## src/logic/power_mode_pkg.sv

```systemverilog
// constants and types for the charger power mode controller
// How it works
// RL1: four modes: ship, low power, active battery, and charge/adapter.
// RL2: charging, loops, charge-enable pin, current limit only in adapter mode.
// RL3: ship mode: only input undervoltage and pushbutton sensing; all else off.
// RL4: ship latched until input above undervoltage or pushbutton press-release.
// RL5: ship entry ignores the charge-enable pin.
// RL6: battery insertion without input goes to ship mode.
// RL7: ship request with input present waits for input removal.
// RL8: ship request with pushbutton held waits for pushbutton release.
// RL9: pushbutton ship exit needs battery above highest undervoltage level.
// RL10: host may clear ship request; watchdog does not clear it.
// RL11: low power needs pin low, no input, button high, bus idle.
// RL12: low power: internal rail from battery, serial off, clocks stopped.
// RL13: regulator keeps its pre-entry enable state during low power.
// RL14: low power exits on pin high or input above undervoltage.
// RL15: input above overvoltage with pin low runs active battery mode.
// RL16: pin low and pushbutton held runs active battery with clocks.
// RL17: pushbutton released with pin low returns straight to low power.
// RL18: after hardware reset with pin low, pushbutton held till power-up.
// RL19: battery switch off below undervoltage, back on 150 mV above.
// RL20: adapter mode feeds system rail from input, charges to termination.
// RL21: input insertion: internal rail, system rail gated, charging above loop.
// RL22: battery insertion samples pushbutton: ship if high, wake timer if low.
// RL23: comparator and pin inputs are synchronised and filtered.
package power_mode_pkg;

   localparam logic [11:0] CTRL_ADDR = 12'h000;
   localparam logic [11:0] STATUS_ADDR = 12'h004;

   localparam int CLK_PERIOD_NS = 100;
   localparam int FILT_TIME_NS = 500;
   localparam int FILT_CYCLES =
      (FILT_TIME_NS + CLK_PERIOD_NS - 1) / CLK_PERIOD_NS;
   localparam int FILT_W = 4;
   localparam int SETTLE_CYCLES = FILT_CYCLES + 4;
   localparam int WAKE_PRESS_TIME_MS = 500;
   localparam int WAKE_PRESS_CYCLES =
      WAKE_PRESS_TIME_MS * (1000000 / CLK_PERIOD_NS);
   localparam int WAKE_CNT_W = 24;
   localparam int BAT_UV_HYST_MV = 150;

   typedef enum logic [2:0] {
      MODE_POWER_CHECK,
      MODE_SHIP,
      MODE_WAKE,
      MODE_ACTIVE,
      MODE_LOW_POWER,
      MODE_ADAPTER
   } mode_t;

   typedef struct packed {
      logic path_power_loop_enable_bit;
      logic input_voltage_loop_enable_bit;
      logic charge_enable_bit;
      logic output_regulator_enable_bit;
      logic ship_request_bit;
   } ctrl_t;

   localparam ctrl_t CTRL_RESET = 5'h00;

   // comparator results and pins, all asynchronous to pclk
   typedef struct packed {
      logic in_above_uv;
      logic in_above_ov;
      logic in_above_sleep_margin;
      logic in_above_voltage_loop;
      logic bat_above_uv;
      logic bat_above_uv_hyst;
      logic bat_above_uv_max;
      logic charge_terminated;
      logic pushbutton_n;
      logic low_power_pin_n;
      logic charge_enable_pin_n;
   } sense_t;

   localparam sense_t SENSE_RESET = 11'h007;
   localparam int SENSE_W = $bits(sense_t);

   typedef struct packed {
      logic internal_rail;
      logic system_rail_from_input;
      logic system_rail_from_battery;
      logic battery_switch;
      logic regulator;
      logic serial_port;
      logic irq_output;
      logic low_power_pin_sense;
      logic clocks_run;
      logic charging;
      logic input_voltage_loop;
      logic path_power_loop;
      logic input_current_limit;
      logic battery_overcurrent_sense;
      logic input_overvoltage_sense;
      logic battery_undervoltage_sense;
   } power_out_t;

   localparam power_out_t POWER_OUT_RESET = 16'h8000;

endpackage

```

## src/logic/charger_power_mode_controller.sv

```systemverilog
// power mode state machine with apb control and status registers
//
// The address map and register access over APB were chosen for this implementation.
`timescale 1ns/1ps
`default_nettype none

module charger_power_mode_controller #(
   parameter int unsigned WAKE_CYCLES = power_mode_pkg::WAKE_PRESS_CYCLES
) (
   input wire logic pclk,
   input wire logic presetn,
   input wire logic psel,
   input wire logic penable,
   input wire logic pwrite,
   input wire logic [11:0] paddr,
   input wire logic [31:0] pwdata,
   input wire logic [3:0] pstrb,
   output logic [31:0] prdata,
   output logic pready,
   output logic pslverr,
   input wire power_mode_pkg::sense_t sense,
   input wire logic serial_busy,
   input wire logic irq_pending,
   output power_mode_pkg::power_out_t power
);

   typedef struct packed {
      power_mode_pkg::sense_t sync1;
      power_mode_pkg::sense_t sync2;
      power_mode_pkg::sense_t filt;
      logic [power_mode_pkg::SENSE_W-1:0][power_mode_pkg::FILT_W-1:0] fcnt;
      power_mode_pkg::mode_t mode;
      logic from_ship;
      logic [power_mode_pkg::WAKE_CNT_W-1:0] cnt;
      logic bat_ok;
      logic reg_hold;
      power_mode_pkg::ctrl_t ctrl;
      logic pready;
      logic [31:0] prdata;
      logic pslverr;
      power_mode_pkg::power_out_t out;
   } state_t;

   localparam logic [power_mode_pkg::FILT_W-1:0] FILT_LAST =
      power_mode_pkg::FILT_W'(power_mode_pkg::FILT_CYCLES - 1);
   localparam logic [power_mode_pkg::WAKE_CNT_W-1:0] SETTLE_LAST =
      power_mode_pkg::WAKE_CNT_W'(power_mode_pkg::SETTLE_CYCLES - 1);
   localparam logic [power_mode_pkg::WAKE_CNT_W-1:0] WAKE_LAST =
      power_mode_pkg::WAKE_CNT_W'(WAKE_CYCLES - 1);
   localparam logic [power_mode_pkg::WAKE_CNT_W-1:0] CNT_ZERO =
      power_mode_pkg::WAKE_CNT_W'(0);
   localparam logic [power_mode_pkg::WAKE_CNT_W-1:0] CNT_ONE =
      power_mode_pkg::WAKE_CNT_W'(1);
   localparam logic [power_mode_pkg::FILT_W-1:0] FCNT_ONE =
      power_mode_pkg::FILT_W'(1);

   state_t q;
   state_t next_q;

   // modes in which the host link and the regulator enable are live
   function automatic logic host_mode(input power_mode_pkg::mode_t m);
      host_mode = (m == power_mode_pkg::MODE_ACTIVE) ||
         (m == power_mode_pkg::MODE_ADAPTER);
   endfunction

   // battery-only modes with the switch under the undervoltage latch
   function automatic logic battery_mode(input power_mode_pkg::mode_t m);
      battery_mode = (m == power_mode_pkg::MODE_ACTIVE) ||
         (m == power_mode_pkg::MODE_LOW_POWER);
   endfunction

   always_comb begin
      logic [power_mode_pkg::SENSE_W-1:0] raw;
      logic [power_mode_pkg::SENSE_W-1:0] flt;
      power_mode_pkg::sense_t f;
      power_mode_pkg::mode_t m;
      logic vin;
      logic adapter_go;
      logic ship_go;
      logic lp_go;
      logic access;
      logic ship_clear;
      raw = '0;
      flt = '0;
      f = power_mode_pkg::SENSE_RESET;
      m = power_mode_pkg::MODE_POWER_CHECK;
      vin = 1'b0;
      adapter_go = 1'b0;
      ship_go = 1'b0;
      lp_go = 1'b0;
      access = 1'b0;
      ship_clear = 1'b0;
      next_q = q;

      // two-stage synchroniser, then a stability filter per input
      next_q.sync1 = sense; // [RL23]
      next_q.sync2 = q.sync1; // [RL23]
      raw = q.sync2;
      flt = q.filt;
      for (int i = 0; i < power_mode_pkg::SENSE_W; i++) begin
         if (raw[i] != flt[i]) begin
            if (q.fcnt[i] == FILT_LAST) begin
               flt[i] = raw[i]; // [RL23]
               next_q.fcnt[i] = '0;
            end else begin
               next_q.fcnt[i] = q.fcnt[i] + FCNT_ONE;
            end
         end else begin
            next_q.fcnt[i] = '0;
         end
      end
      next_q.filt = flt;

      // mode decisions use the filtered view of last cycle
      f = q.filt;
      vin = f.in_above_uv;
      // faulty adapter with pin low stays on battery
      adapter_go = vin && !(f.in_above_ov && !f.low_power_pin_n); // [RL15]
      // charge-enable pin plays no part in ship entry
      ship_go = q.ctrl.ship_request_bit && !vin && f.pushbutton_n; // [RL5]
      // serial and interrupt traffic must drain first
      lp_go = !f.low_power_pin_n && !vin && f.pushbutton_n &&
              !serial_busy && !irq_pending; // [RL11]

      case (q.mode)
         power_mode_pkg::MODE_POWER_CHECK: begin
            // rail up briefly; sample the button once inputs settle
            next_q.cnt = q.cnt + CNT_ONE;
            if (q.cnt == SETTLE_LAST) begin
               next_q.cnt = CNT_ZERO;
               if (adapter_go) begin
                  next_q.mode = power_mode_pkg::MODE_ADAPTER; // [RL21]
               end else if (!f.pushbutton_n) begin
                  next_q.mode = power_mode_pkg::MODE_WAKE; // [RL22]
                  next_q.from_ship = 1'b0;
               end else begin
                  next_q.mode = power_mode_pkg::MODE_SHIP; // [RL6] [RL22]
               end
            end
         end
         power_mode_pkg::MODE_SHIP: begin
            if (vin) begin
               next_q.mode = power_mode_pkg::MODE_ADAPTER; // [RL4]
            end else if (!f.pushbutton_n && f.bat_above_uv_max) begin
               next_q.mode = power_mode_pkg::MODE_WAKE; // [RL9]
               next_q.from_ship = 1'b1;
               next_q.cnt = CNT_ZERO;
            end
         end
         power_mode_pkg::MODE_WAKE: begin
            if (adapter_go) begin
               next_q.mode = power_mode_pkg::MODE_ADAPTER;
            end else if (f.pushbutton_n) begin
               // ship exit needs a full press and then a release
               if (q.from_ship && q.cnt == WAKE_LAST) begin
                  next_q.mode = power_mode_pkg::MODE_ACTIVE; // [RL4]
               end else begin
                  next_q.mode = power_mode_pkg::MODE_SHIP; // [RL4]
               end
               next_q.cnt = CNT_ZERO;
            end else if (q.cnt != WAKE_LAST) begin
               next_q.cnt = q.cnt + CNT_ONE;
            end else if (!q.from_ship) begin
               // insertion wake powers up while still held
               next_q.mode = power_mode_pkg::MODE_ACTIVE; // [RL22]
               next_q.cnt = CNT_ZERO;
            end
         end
         power_mode_pkg::MODE_ACTIVE: begin
            if (adapter_go) begin
               next_q.mode = power_mode_pkg::MODE_ADAPTER; // [RL21]
            end else if (ship_go) begin
               next_q.mode = power_mode_pkg::MODE_SHIP; // [RL8]
               ship_clear = 1'b1;
            end else if (lp_go && !f.in_above_ov) begin
               // button held or overvoltage keeps clocks running
               next_q.mode = power_mode_pkg::MODE_LOW_POWER; // [RL16]
               next_q.reg_hold =
                  q.ctrl.output_regulator_enable_bit; // [RL13]
            end
         end
         power_mode_pkg::MODE_LOW_POWER: begin
            if (adapter_go) begin
               next_q.mode = power_mode_pkg::MODE_ADAPTER; // [RL14]
            end else if (f.low_power_pin_n || f.in_above_ov ||
                         !f.pushbutton_n) begin
               next_q.mode = power_mode_pkg::MODE_ACTIVE; // [RL14] [RL16]
            end
         end
         power_mode_pkg::MODE_ADAPTER: begin
            if (!adapter_go) begin
               if (ship_go) begin
                  // deferred ship entry once input is gone
                  next_q.mode = power_mode_pkg::MODE_SHIP; // [RL7]
                  ship_clear = 1'b1;
               end else begin
                  next_q.mode = power_mode_pkg::MODE_ACTIVE;
               end
            end
         end
         default: begin
            next_q.mode = power_mode_pkg::MODE_POWER_CHECK;
         end
      endcase

      // undervoltage latch with 150 mV hysteresis band on battery only
      if (q.mode != power_mode_pkg::MODE_ADAPTER) begin
         if (!f.bat_above_uv) begin
            next_q.bat_ok = 1'b0; // [RL19]
         end else if (f.bat_above_uv_hyst) begin
            next_q.bat_ok = 1'b1; // [RL19]
         end
      end

      // apb: pready comes one cycle into the access phase
      access = psel && penable && q.pready;
      next_q.pready = psel && penable && !q.pready;
      if (psel && penable && !q.pready) begin
         next_q.pslverr = 1'b0;
         if (paddr == power_mode_pkg::CTRL_ADDR) begin
            next_q.prdata = 32'(q.ctrl);
         end else if (paddr == power_mode_pkg::STATUS_ADDR) begin
            next_q.prdata = 32'({q.mode, q.bat_ok, q.filt, q.out});
         end else begin
            next_q.prdata = 32'h00000000;
            next_q.pslverr = 1'b1;
         end
      end

      // hardware clears on ship entry; a write in the same cycle wins
      if (ship_clear) begin
         next_q.ctrl.ship_request_bit = 1'b0;
      end
      if (access && pwrite && pstrb[0] &&
          paddr == power_mode_pkg::CTRL_ADDR) begin
         // host may clear the request; no watchdog path touches it
         next_q.ctrl = power_mode_pkg::ctrl_t'(pwdata[4:0]); // [RL10]
      end

      // outputs follow the next mode so they stand with it
      m = next_q.mode;
      next_q.out = '0;
      next_q.out.internal_rail = (m != power_mode_pkg::MODE_SHIP); // [RL3]
      next_q.out.battery_switch = (m == power_mode_pkg::MODE_ADAPTER) ||
         (battery_mode(m) && next_q.bat_ok); // [RL19] [RL3]
      next_q.out.system_rail_from_input =
         (m == power_mode_pkg::MODE_ADAPTER) &&
         f.in_above_sleep_margin && !f.in_above_ov; // [RL21] [RL20]
      next_q.out.system_rail_from_battery =
         next_q.out.battery_switch &&
         !next_q.out.system_rail_from_input;
      if (m == power_mode_pkg::MODE_LOW_POWER) begin
         next_q.out.regulator = next_q.reg_hold; // [RL13]
      end else if (host_mode(m)) begin
         next_q.out.regulator =
            next_q.ctrl.output_regulator_enable_bit;
      end
      // serial port and interrupt pin off in ship and low power
      next_q.out.serial_port = host_mode(m); // [RL3] [RL12]
      next_q.out.irq_output = next_q.out.serial_port; // [RL3]
      next_q.out.low_power_pin_sense = battery_mode(m); // [RL3]
      next_q.out.clocks_run = (m != power_mode_pkg::MODE_SHIP) &&
         (m != power_mode_pkg::MODE_LOW_POWER); // [RL12] [RL17]
      if (m == power_mode_pkg::MODE_ADAPTER) begin
         next_q.out.charging = next_q.ctrl.charge_enable_bit &&
            !f.charge_enable_pin_n && f.in_above_voltage_loop &&
            !f.charge_terminated &&
            next_q.out.system_rail_from_input; // [RL2] [RL20]
         next_q.out.input_voltage_loop =
            next_q.ctrl.input_voltage_loop_enable_bit; // [RL2]
         next_q.out.path_power_loop =
            next_q.ctrl.path_power_loop_enable_bit; // [RL2]
         next_q.out.input_current_limit = 1'b1; // [RL2]
      end
      next_q.out.battery_overcurrent_sense = host_mode(m);
      next_q.out.input_overvoltage_sense =
         (m != power_mode_pkg::MODE_SHIP); // [RL3]
      next_q.out.battery_undervoltage_sense =
         (m != power_mode_pkg::MODE_SHIP); // [RL3]
      // [RL1] the six encoded states map onto the four primary modes
   end

   always_ff @(posedge pclk or negedge presetn) begin
      if (!presetn) begin
         q.sync1 <= power_mode_pkg::SENSE_RESET;
         q.sync2 <= power_mode_pkg::SENSE_RESET;
         q.filt <= power_mode_pkg::SENSE_RESET;
         q.fcnt <= '0;
         q.mode <= power_mode_pkg::MODE_POWER_CHECK;
         q.from_ship <= 1'b0;
         q.cnt <= '0;
         q.bat_ok <= 1'b1;
         q.reg_hold <= 1'b0;
         q.ctrl <= power_mode_pkg::CTRL_RESET;
         q.pready <= 1'b0;
         q.prdata <= 32'h00000000;
         q.pslverr <= 1'b0;
         q.out <= power_mode_pkg::POWER_OUT_RESET;
      end else begin
         q <= next_q;
      end
   end

   assign prdata = q.prdata;
   assign pready = q.pready;
   assign pslverr = q.pslverr;
   assign power = q.out;

endmodule

`default_nettype wire

```

## config.mk

```make
export PLATFORM = sky130hd
export DESIGN_NAME = charger_power_mode_controller
export DESIGN_NICKNAME = d
export VERILOG_FILES = /design/src/logic/power_mode_pkg.sv /design/src/logic/charger_power_mode_controller.sv
export SDC_FILE = /design/constraint.sdc
export NUM_CORES = 1
export LEC_CHECK = 0
export BUFFER_PORTS_ARGS = -buffer_cell sky130_fd_sc_hd__buf_2
export CORE_MARGIN = 3
export CORE_UTILIZATION = 35
export DETAILED_ROUTE_END_ITERATION = 6
export HOLD_SLACK_MARGIN = 0.03
export PLACE_DENSITY_LB_ADDON = 0.1
export SLEW_MARGIN = 10
export SYNTH_ARGS = -nofsm -noshare
export SYNTH_HDL_FRONTEND = slang
export SYNTH_SLANG_ARGS = --single-unit
```

## constraint.sdc

```tcl
create_clock -name pclk -period 3.2 [get_ports pclk]
set_input_delay 0.32 -clock pclk [delete_from_list [all_inputs] [get_ports pclk]]
set_output_delay 0.32 -clock pclk [all_outputs]
set_load 0.01 [all_outputs]
```

======== Yosys cells after proc, flatten, opt, wreduce, memory -nomap -nowiden ========
Cells that the tools add are included.
storage, ports and cells
  bits of input ports ..................... 66
  bits in registers ....................... 159
  word-level logic and storage cells ...... 255
  output and inout bits ................... 50
operators by class
  muxes and demuxes ....................... 68
  eq/ne operators ......................... 44
  add/sub/neg operators ................... 12
  reduce and logical (&&, ||, !) cells .... 61
operator list
  operator                 number
  $mux W24                 4
  $mux W4                  23
  $pmux W24 S3             1
  $mux W28                 2
  $add A4 B1 Y4 const B    11
  $eq A4 B3 Y1 const B     11
  $mux W3                  12
  $mux W32                 1
  $mux W31                 1
  $logic_and A1 B1 Y1      26
  $mux W25                 1
  $add A24 B1 Y24 const B  1
  $eq A24 B23 Y1 const B   1
  $eq A24 B4 Y1 const B    1
  $ne A24 B23 Y1 const B   1
  $reduce_and A2 Y1        11
  $pmux W3 S6              1
  $mux W1                  17
  $eq A12 B3 Y1 const B    1
  $eq A3 B3 Y1 const B     4
  $logic_not A12 Y1        1
  $ne A2 B2 Y1 const B     6
  $logic_not A1 Y1         11
  $ne A1 B1 Y1             11
  other kinds (15)         25

======== Longest topological paths before layout ========
Gate-level depths: netlist of the first run.
  depth after elaboration ................. 15
  depth in mapped cells ................... 10
  depth with buffers taken out ............ 9

======== Least setup slack after synthesis of the first run ========
Ideal clock, no wire load.
  kind .................................... flip-flop to flip-flop
  from .................................... register q[57] (netlist bit)
  to ...................................... register q (netlist bit power[13])
  buffers on the path ..................... 1
  library setup time ...................... 0.134 ns
  required time ........................... 3.066 ns
  arrival ................................. 2.323 ns
  clock period less this slack ............ 2.457 ns
  path slack .............................. 0.743 ns
  cell stages (with the launch flop) ...... 10
  cell sequence ........................... dfrtp_1 -> ha_1 -> nand3_4 -> or4_4 -> or4_1 -> and3_1 -> buf_6 -> clkinv_8 -> mux2i_1 -> o22ai_1
RTL lines
  what                      line                                  source
  start: declaration        charger_power_mode_controller.sv:57   state_t q;
  start signal: assignment  charger_power_mode_controller.sv:300  q <= next_q;

==> results of run 1 <==
[per-stage QoR]
step | power (mW) | instance area [um^2] | setup WS [ns]
3_3_place_gp | 4.735 | 7966 | 0.4905
6_report | 6.741 | 8676 | 0.4626
2_1_floorplan | 4.220 | 7533 | 0.7431
5_1_grt | 7.242 | 8676 | 0.2009
4_1_cts | 6.843 | 8676 | 0.4328
3_5_place_dp | 4.803 | 7966 | 0.4417
[power by group]
part / leakage (nW) / switching (mW) / internal (mW)
Combinational: 1.71 / 1.24 / 0.833
Sequential: 2.05 / 0.348 / 2.34
Clock: 0.285 / 0.818 / 1.16
Total: 4.04 / 2.40 / 4.34
[worst max path at each step]
| stage | to | slack [ns] | depth (start not counted) |
|---|---|---|---|
| floorplan | power[13] | 0.74 | 9 |
| global placement | power[11] | 0.49 | 6 |
| finish | power[11] | 0.46 | 6 |
| CTS | power[11] | 0.43 | 6 |
| global route | power[11] | 0.20 | 6 |
| detailed placement | power[11] | 0.44 | 6 |
[per-layer routing]
metal,track usage [%],routed length [um],up-vias
met3,2.982,592,22
li1,-,-,2552
met2,22.38,7424,102
met5,0,0,-
met1,18.80,7500,2569
met4,5.346,304,0
[critical path: cells and delay by family (launching register included)]
kind                   cells  cell delay [ns]
AND/OR/NAND/NOR            3             1.27
AO/OA/AOI/OAI              2             0.81
buffers and inverters      1             0.12
flip-flops                 1             0.44
[cell type report]
cell class                 instances  area share, %
timing repair buffer             111          7.744
clock buffer                      22          5.581
multi-input combinational        436          34.01
tap                              275          3.966
sequential                       157          45.44
clock inverter                    10          1.211
inverter                          44          2.048
[registers in the layout, summed over array words and instances, names as in the netlist]
register and cells:
next_q 11, power 13, prdata 30, pready 1, pslverr 1, q 101
[cells by family (layout without fill, tap and decap cells)]
group / count (synthesis) / count (layout) / share of synthesized area (%)
flip-flops: 157 / 157 / 52.33
XOR/XNOR: 17 / 17 / 1.976
multiplexers: 30 / 30 / 4.368
AND/OR/NAND/NOR: 249 / 249 / 18.09
AO/OA/AOI/OAI: 115 / 115 / 10.63
buffers and inverters: 116 / 187 / 8.570
other: 1 / 1 / 0.04978
adder cells (fa/ha/maj): 24 / 24 / 3.986
[Yosys cell counts, drive strengths merged, types with 3 or more instances]
| cell type | n |
|---|---|
| dfrtp | 146 |
| buf | 53 |
| nor2 | 51 |
| inv | 43 |
| nand2 | 41 |
| a22o | 32 |
| a21oi | 31 |
| nor3 | 30 |
| nand3 | 27 |
| ha | 24 |
| mux2 | 23 |
| o21ai | 20 |
| clkbuf | 19 |
| nand3b | 17 |
| nor2b | 17 |
| xnor2 | 17 |
| nand2b | 14 |
| o31ai | 13 |
| dfstp | 11 |
| nor4 | 11 |
| or4 | 9 |
| mux2i | 7 |
| nand4 | 7 |
| and3 | 6 |
| or2 | 5 |
| or3 | 4 |
| a211o | 3 |
| a211oi | 3 |
| and2 | 3 |
| o22ai | 3 |
| or4b | 3 |
[timing repair]
action                                  4_1_cts  5_1_grt
endpoints found under the setup margin        0        0
endpoints found under the hold margin        70        0
hold buffers                                 12        0
resized for setup                             0        0
==> impl_metrics.toml, run 1 <==
[setup_path]
rrSetupSlack_ns = 0.46
r2r_end = "power[11]"
start_kind = "flop"
path_max_fanout = 7
critical_path.slowest_cell = "or4_1"
required_ns = 3.52
worstPathArrival_ns = 3.06
path_cells = "nor4_2 -> nand3_1 -> or4_1 -> a221oi_2 -> inv_1 -> o32ai_1"
rr_startpoint = "q[64]"
crit_start = "q[64]"
crit_type = "reg2reg"
slowest_delay_ns = 0.59
endpoint_kind = "flop"
reg2regPathDepth = 6

[min_path]
holdPathStages = 2
min_path_type = "in2reg"
whs_endpoint = "q[54]"
hp-start = "pwdata[4]"

[synth]
synth_top_cell_area_share_pct = 48.50
async_flop_share_pct = 100.0
synth_nets = 799
ys_seq_area_share_pct = 52.33
syn_area_per_cell_um2 = 10.63
yosys_warnings = 0
yosysTopAreaCell = "dfrtp_1"
yosys-top-cells-area = "dfrtp_1, buf_4, ha_1"
ys_types = 58
synth-main-ff-cell = "dfrtp_1"
postSynthCellCount = 709
synth_area_um2 = 7533
ys_seq_elements = 157
synth-edff-count = 0

[placed_design]
place_hpwl_um = 11320
port_buffers = 84
numPlacedInstances = 1011
place.gp.congestion = 0.7988

[cts]
cts_htree_levels = 4
insertion_delay_ns = 0.42
cts.reportedPaths.clkPinSlew_ns = 0.06
cts_buffers = 17
cts_tree = "yes"
postCtsSetupRepairBufs = 0
clockRootBuffer = "clkbuf_16"
cts_buffer_depth = 2
cts_sinks = 157

[layout]
drive_gt1_share_pct = 23.59
mostFrequentLayoutCell = "dfrtp_1"
seqCellArea_um2 = 3943
multi_input_area_um2 = 2950
final_nets = 857
post-route-util_pct = 41.14
fin_cells = 1055
syn2layout_area_growth_pct = 15.16
num-fill-cells = 2035
mostFrequentLayoutCells = "dfrtp_1, buf_2, nor2_1"
antenna_cells = 0

[timing]
rsz0062_at_grt = "no"
finClkSkew_ns = 0.01222
slew_violations = 0
setup_viol = 0
setup_tns_ns = 0
final-hold-violation-count = 0
fmax_mhz = 365.3
min_period_ns = 2.737
maxSlewHeadroom_pct = 48.68
fin_crit_sh_pct = 85.54
hold_ws_ns = 0.1541
tightest_slew_ns = 0.7698

[global_route]
grt_overflow = 0
grt_usage_pct = 14.01
grt_pass1_vias = 5327
grt_max_degree = 66
antenna_found_initial = 0
grt_pass1_wl_um = 26880

[detailed_routing]
ant_nets = 0
route.detailed.drc = 0
via_count = 5245
routedWlPerCell_um = 15.00
viasPerCell = 4.972
drt_pre_antenna_iters = 4
totalWireLength_um = 15820
dr.first_iter.drc_count = 307

[power]
p_leak_nw = 4.045
ir_worst_vdd_mv = 0.3183
power.density_nw_per_um2 = 777.0

[run]
max_cap_viol_count = 0

[die]
row_count = 53
coreArea_um2 = 21090
io_pins = 116
die_h_um = 152.7
die_area_um2 = 23320
die_x_um = 152.7
start_util_pct = 35.72

[status]
status = "finished clean"
No activity file was read; power rests on OpenSTA's default activity.
==> run 2, diff against run 1 <==
CTS_CLUSTER_SIZE = 30   (was default)
clock period = 2.6 ns   (was 3.2 ns; I/O delays follow)
==> impl_metrics.toml, run 2 (same netlist as run 1, synthesis figures left out) <==
[setup_path]
endpoint_kind = "flop"
rr_startpoint = "q[72]"
worstPathArrival_ns = 2.76
crit_type = "reg2reg"
start_kind = "flop"
reg2regPathDepth = 7
rrSetupSlack_ns = 0.14
required_ns = 2.90
r2r_end = "power[11]"
path_max_fanout = 7

[cts]
cts_buffer_depth = 2
cts_tree = "yes"
cts_buffers = 17
cts.reportedPaths.clkPinSlew_ns = 0.06
cts_sinks = 157
insertion_delay_ns = 0.42
cts_htree_levels = 4
clockRootBuffer = "clkbuf_16"

[placed_design]
place_hpwl_um = 11680
port_buffers = 84
place.gp.congestion = 0.7794
dp_slack_ns = 0.03785

[layout]
post-route-util_pct = 42.46
mostFrequentLayoutCells = "dfrtp_1, buf_2, nor2_1"
drive_gt1_share_pct = 27.73
mostFrequentLayoutCell = "dfrtp_1"
final_nets = 892
antenna_cells = 0
largest_reg_flops = 101
regMostFlops = "q"
syn2layout_area_growth_pct = 18.87

[power]
power.density_nw_per_um2 = 943.6
p_int_mw = 5.429
swShare_pct = 35.74
fin_total_pwr_mw = 8.450
seqPwrFrac_pct = 39.1
p_leak_nw = 4.213
comb_power_share_pct = 33.3
power_switching_mw = 3.020
ir_worst_vdd_mv = 0.4089
clkPwrFrac_pct = 27.6

[global_route]
grt_pass1_vias = 5532
grt_pass1_wl_um = 27600
grt_overflow = 0
antenna_found_initial = 0
grt_usage_pct = 14.37
grt_max_degree = 60

[timing]
slew_violations = 0
fin_crit_sh_pct = 94.58
fin_ws_ns = 0.1410
min_period_ns = 2.459
hold_ws_ns = 0.09537
tightest_slew_ns = 0.5579
maxSlewHeadroom_pct = 62.81
final-hold-violation-count = 0
setup_viol = 0
finClkSkew_ns = 0.007487
fmax_mhz = 406.7

[die]
die_x_um = 152.7
die_area_um2 = 23320
io_pins = 116
die_h_um = 152.7
coreArea_um2 = 21090
row_count = 53
start_util_pct = 35.72

[detailed_routing]
ant_nets = 0
routedWlPerCell_um = 14.71
totalWireLength_um = 16040
viasPerCell = 4.891
dr.first_iter.drc_count = 271
route.detailed.drc = 0
via_count = 5331
drt_pre_antenna_iters = 4

[min_path]
min_path_type = "in2reg"
whs_endpoint = "q[54]"
hp-start = "pwdata[4]"
holdPathStages = 2

[status]
status = "finished clean"

[run]
max_cap_viol_count = 0
## run 2: changes by cell type in the layout (fill, tap and decap cells not counted), sizes merged
cell,before,now
buf,99,134
inv,45,47
clkbuf,22,20
bufinv,1,0
clkinv,6,7
## run 2: how the worst max path moves through the flow
stage / startpoint / to / slack [ns] / cells past startpoint
finish: q[72] / power[11] / 0.14 / 7
global route: q[57] / q[74] / -0.005 / 10
CTS: q[57] / power[13] / 0.02 / 9
detailed placement: q[57] / power[13] / 0.04 / 9
global placement: q[57] / power[13] / 0.05 / 9
floorplan: q[57] / power[13] / 0.14 / 9
## run 2: metrics by stage
stage | std cells | TNS (ns) | cell area, um^2
2_1_floorplan | 709 | 0 | 7533
3_3_place_gp | 1046 | 0 | 8242
3_5_place_dp | 1046 | 0 | 8242
4_1_cts | 1090 | 0 | 8925
5_1_grt | 1090 | -0.008642 | 8955
6_report | 1090 | 0 | 8955
## run 2: power by group through the flow
| stage | logic, mW | registers (mW) | clock network, mW |
|---|---|---|---|
| 2_1_floorplan | 2.01 | 3.18 | 0 |
| 3_3_place_gp | 2.72 | 3.32 | 0 |
| 3_5_place_dp | 2.78 | 3.34 | 0 |
| 4_1_cts | 2.82 | 3.30 | 2.42 |
| 5_1_grt | 3.20 | 3.37 | 2.53 |
| 6_report | 2.81 | 3.30 | 2.33 |
## run 2: layout make-up
class | count | area, um^2
clock buffers | 20 | 456.7
clock inverters | 12 | 106.4
fillers | 2008 | 12130
inverters | 44 | 177.7
multi-input cells | 436 | 2979
flip-flops and latches | 157 | 3944
well taps | 275 | 344.1
repair buffers | 146 | 947.2
## run 2: timing repair
| action | in CTS | in global routing |
|---|---|---|
| setup endpoints to repair | 0 | 16 |
| setup buffers | 0 | 0 |
| gates resized for setup | 0 | 8 |
| endpoints found under the hold margin | 63 | 0 |
| hold buffers | 12 | 0 |
## run 2: worst max-delay path: stages (launching register included)
cell      delay (ns)
dfrtp_1         0.41
nor3_1          0.38
nand3_1         0.19
or4_1           0.56
a221oi_2        0.26
buf_4           0.19
inv_1           0.06
o32ai_1         0.29
## run 2: per-layer routing
layer | part of all wire [%] | up-vias | track usage, %
li1 | - | 2611 | -
met1 | 47 | 2592 | 18.87
met2 | 47 | 104 | 23.22
met3 | 3.8 | 24 | 3.067
met4 | 2.3 | 0 | 5.855
met5 | 0 | - | 0
==> run 3, diff against run 2 <==
GPL_TIMING_DRIVEN = 0   (was default)
==> impl_metrics.toml, run 3 (same netlist as run 1, synthesis figures left out) <==
[status]
status = "finished clean"

[global_route]
grt_overflow = 0
grt_max_degree = 93
grt_pass1_wl_um = 27780
grt_pass1_vias = 5505
antenna_found_initial = 0
grt_usage_pct = 14.31

[setup_path]
crit_family = "simple AND/OR/NAND/NOR gates"
slowest_delay_ns = 0.54
endpoint_kind = "flop"
path_common_cell = "or4_4"
start_kind = "flop"
critical_path.slowest_cell = "or4_4"
path_max_fanout = 8
path_cells = "buf_6 -> ha_4 -> nand3_4 -> or4_4 -> or4_4 -> and3_4 -> clkinv_8 -> o31ai_2 -> o22ai_1"
crit_type = "reg2reg"
worstPathArrival_ns = 2.88
critical_path_buf_inv_count = 2
required_ns = 2.92

[layout]
regMostFlops = "q"
final_nets = 931
largest_reg_flops = 101
antenna_cells = 0
drive_gt1_share_pct = 30.56
syn2layout_area_growth_pct = 23.73
mostFrequentLayoutCell = "dfrtp_1"
mostFrequentLayoutCells = "dfrtp_1, buf_2, buf_4"
post-route-util_pct = 44.20

[detailed_routing]
drt_pre_antenna_iters = 4
via_count = 5500
route.detailed.drc = 0
dr.first_iter.drc_count = 249
totalWireLength_um = 16400
ant_nets = 0
viasPerCell = 4.872
routedWlPerCell_um = 14.52

[die]
die_area_um2 = 23320
coreArea_um2 = 21090
start_util_pct = 35.72
die_x_um = 152.7
io_pins = 116
die_h_um = 152.7
row_count = 53

[timing]
final-hold-violation-count = 0
fin_crit_sh_pct = 98.48
fmax_mhz = 390.6
min_period_ns = 2.560
slew_violations = 0
maxSlewHeadroom_pct = 46.91
tightest_slew_ns = 0.7903
rsz0062_at_grt = "yes"
fin_ws_ns = 0.03951
finClkSkew_ns = 0.01651
setup_viol = 0

[placed_design]
port_buffers = 83
dp_slack_ns = -0.2611
place_hpwl_um = 11510
place.gp.congestion = 0.7883

[power]
p_leak_nw = 4.419
ir_worst_vdd_mv = 0.3920
p_int_mw = 5.745
swShare_pct = 34.85
power_switching_mw = 3.073
comb_power_share_pct = 33.6
fin_total_pwr_mw = 8.818
clkPwrFrac_pct = 29.0
power.density_nw_per_um2 = 946.0
seqPwrFrac_pct = 37.4

[cts]
clockRootBuffer = "clkbuf_16"
insertion_delay_ns = 0.42
cts_buffer_depth = 2
cts_tree = "yes"
cts_buffers = 17
cts_sinks = 157
cts.reportedPaths.clkPinSlew_ns = 0.06
cts_htree_levels = 4

[run]
max_cap_viol_count = 0

[min_path]
min_path_type = "in2reg"
## run 3: cell types whose count changed in the layout (fill, tap and decap cells not counted), sizes merged
cell | before | now
buf | 134 | 158
bufinv | 0 | 2
clkbuf | 20 | 37
clkinv | 7 | 2
clkinvlp | 2 | 4
inv | 47 | 46
## run 3: final timing paths
kind	start	to	slack, ns	depth (start not counted)
worst max register to register	q[57]	power[13]	0.04	9
worst min-delay path	pwdata[4]	q[54]	0.10	2
max in group asynchronous	presetn	q[140]	1.35	3
worst max-delay path	q[57]	power[13]	0.04	9
worst min register to register	next_q[148]	q[148]	0.35	0
min in group asynchronous	presetn	q[124]	0.38	2
## run 3: layer usage
| layer | vias to the layer above | track usage (%) | wire length [um] |
|---|---|---|---|
| met3 | 9 | 4.061 | 678 |
| met1 | 2700 | 18.81 | 7683 |
| met2 | 100 | 23.27 | 7904 |
| li1 | 2691 | - | - |
| met4 | 0 | 3.946 | 131 |
| met5 | - | 0 | 0 |
## run 3: layout make-up
| cell class | instances | area (um^2) |
|---|---|---|
| buffer | 68 | 452.9 |
| clock buffer | 22 | 484.2 |
| clock inverter | 10 | 127.6 |
| fill | 2026 | 11770 |
| inverter | 44 | 177.7 |
| multi-input combinational | 436 | 3050 |
| sequential | 157 | 3946 |
| tap | 275 | 344.1 |
| timing repair buffer | 117 | 738.2 |
## run 3: per-stage QoR
step | TNS (ns) | area (um^2) | cells | hold WS, ns
after floorplan | 0 | 7533 | 709 | -0.03559
final | 0 | 9321 | 1129 | 0.1020
after global placement | -173.10 | 8293 | 1067 | 0.3338
after global routing | -0.1023 | 9321 | 1129 | 0.08656
after CTS | 0 | 9130 | 1114 | 0.07756
after detailed placement | -2.347 | 8330 | 1068 | 0.2567
## run 3: what timing repair did
action | in CTS | in global routing
hold buffers | 12 | 0
gates cloned | 0 | 0
setup buffers | 3 | 18
pin swaps | 5 | 9
endpoints found under the setup margin | 33 | 34
resized for setup | 11 | 19
hold endpoints to repair | 73 | 0
## run 3: worst reg2reg max path, stage by stage, from the launching register on
cell and delay (ns):
dfrtp_1 0.39, buf_6 0.12, ha_4 0.14, nand3_4 0.09
or4_4 0.55, or4_4 0.53, and3_4 0.24, clkinv_8 0.08
o31ai_2 0.11, o22ai_1 0.22
## run 3: power by group through the flow
stage	logic [mW]	registers (mW)	clock network (mW)
6_report	2.97	3.29	2.56
5_1_grt	3.35	3.36	2.75
4_1_cts	2.81	3.29	2.63
3_5_place_dp	2.68	3.32	0
3_3_place_gp	2.61	3.30	0
2_1_floorplan	2.01	3.18	0
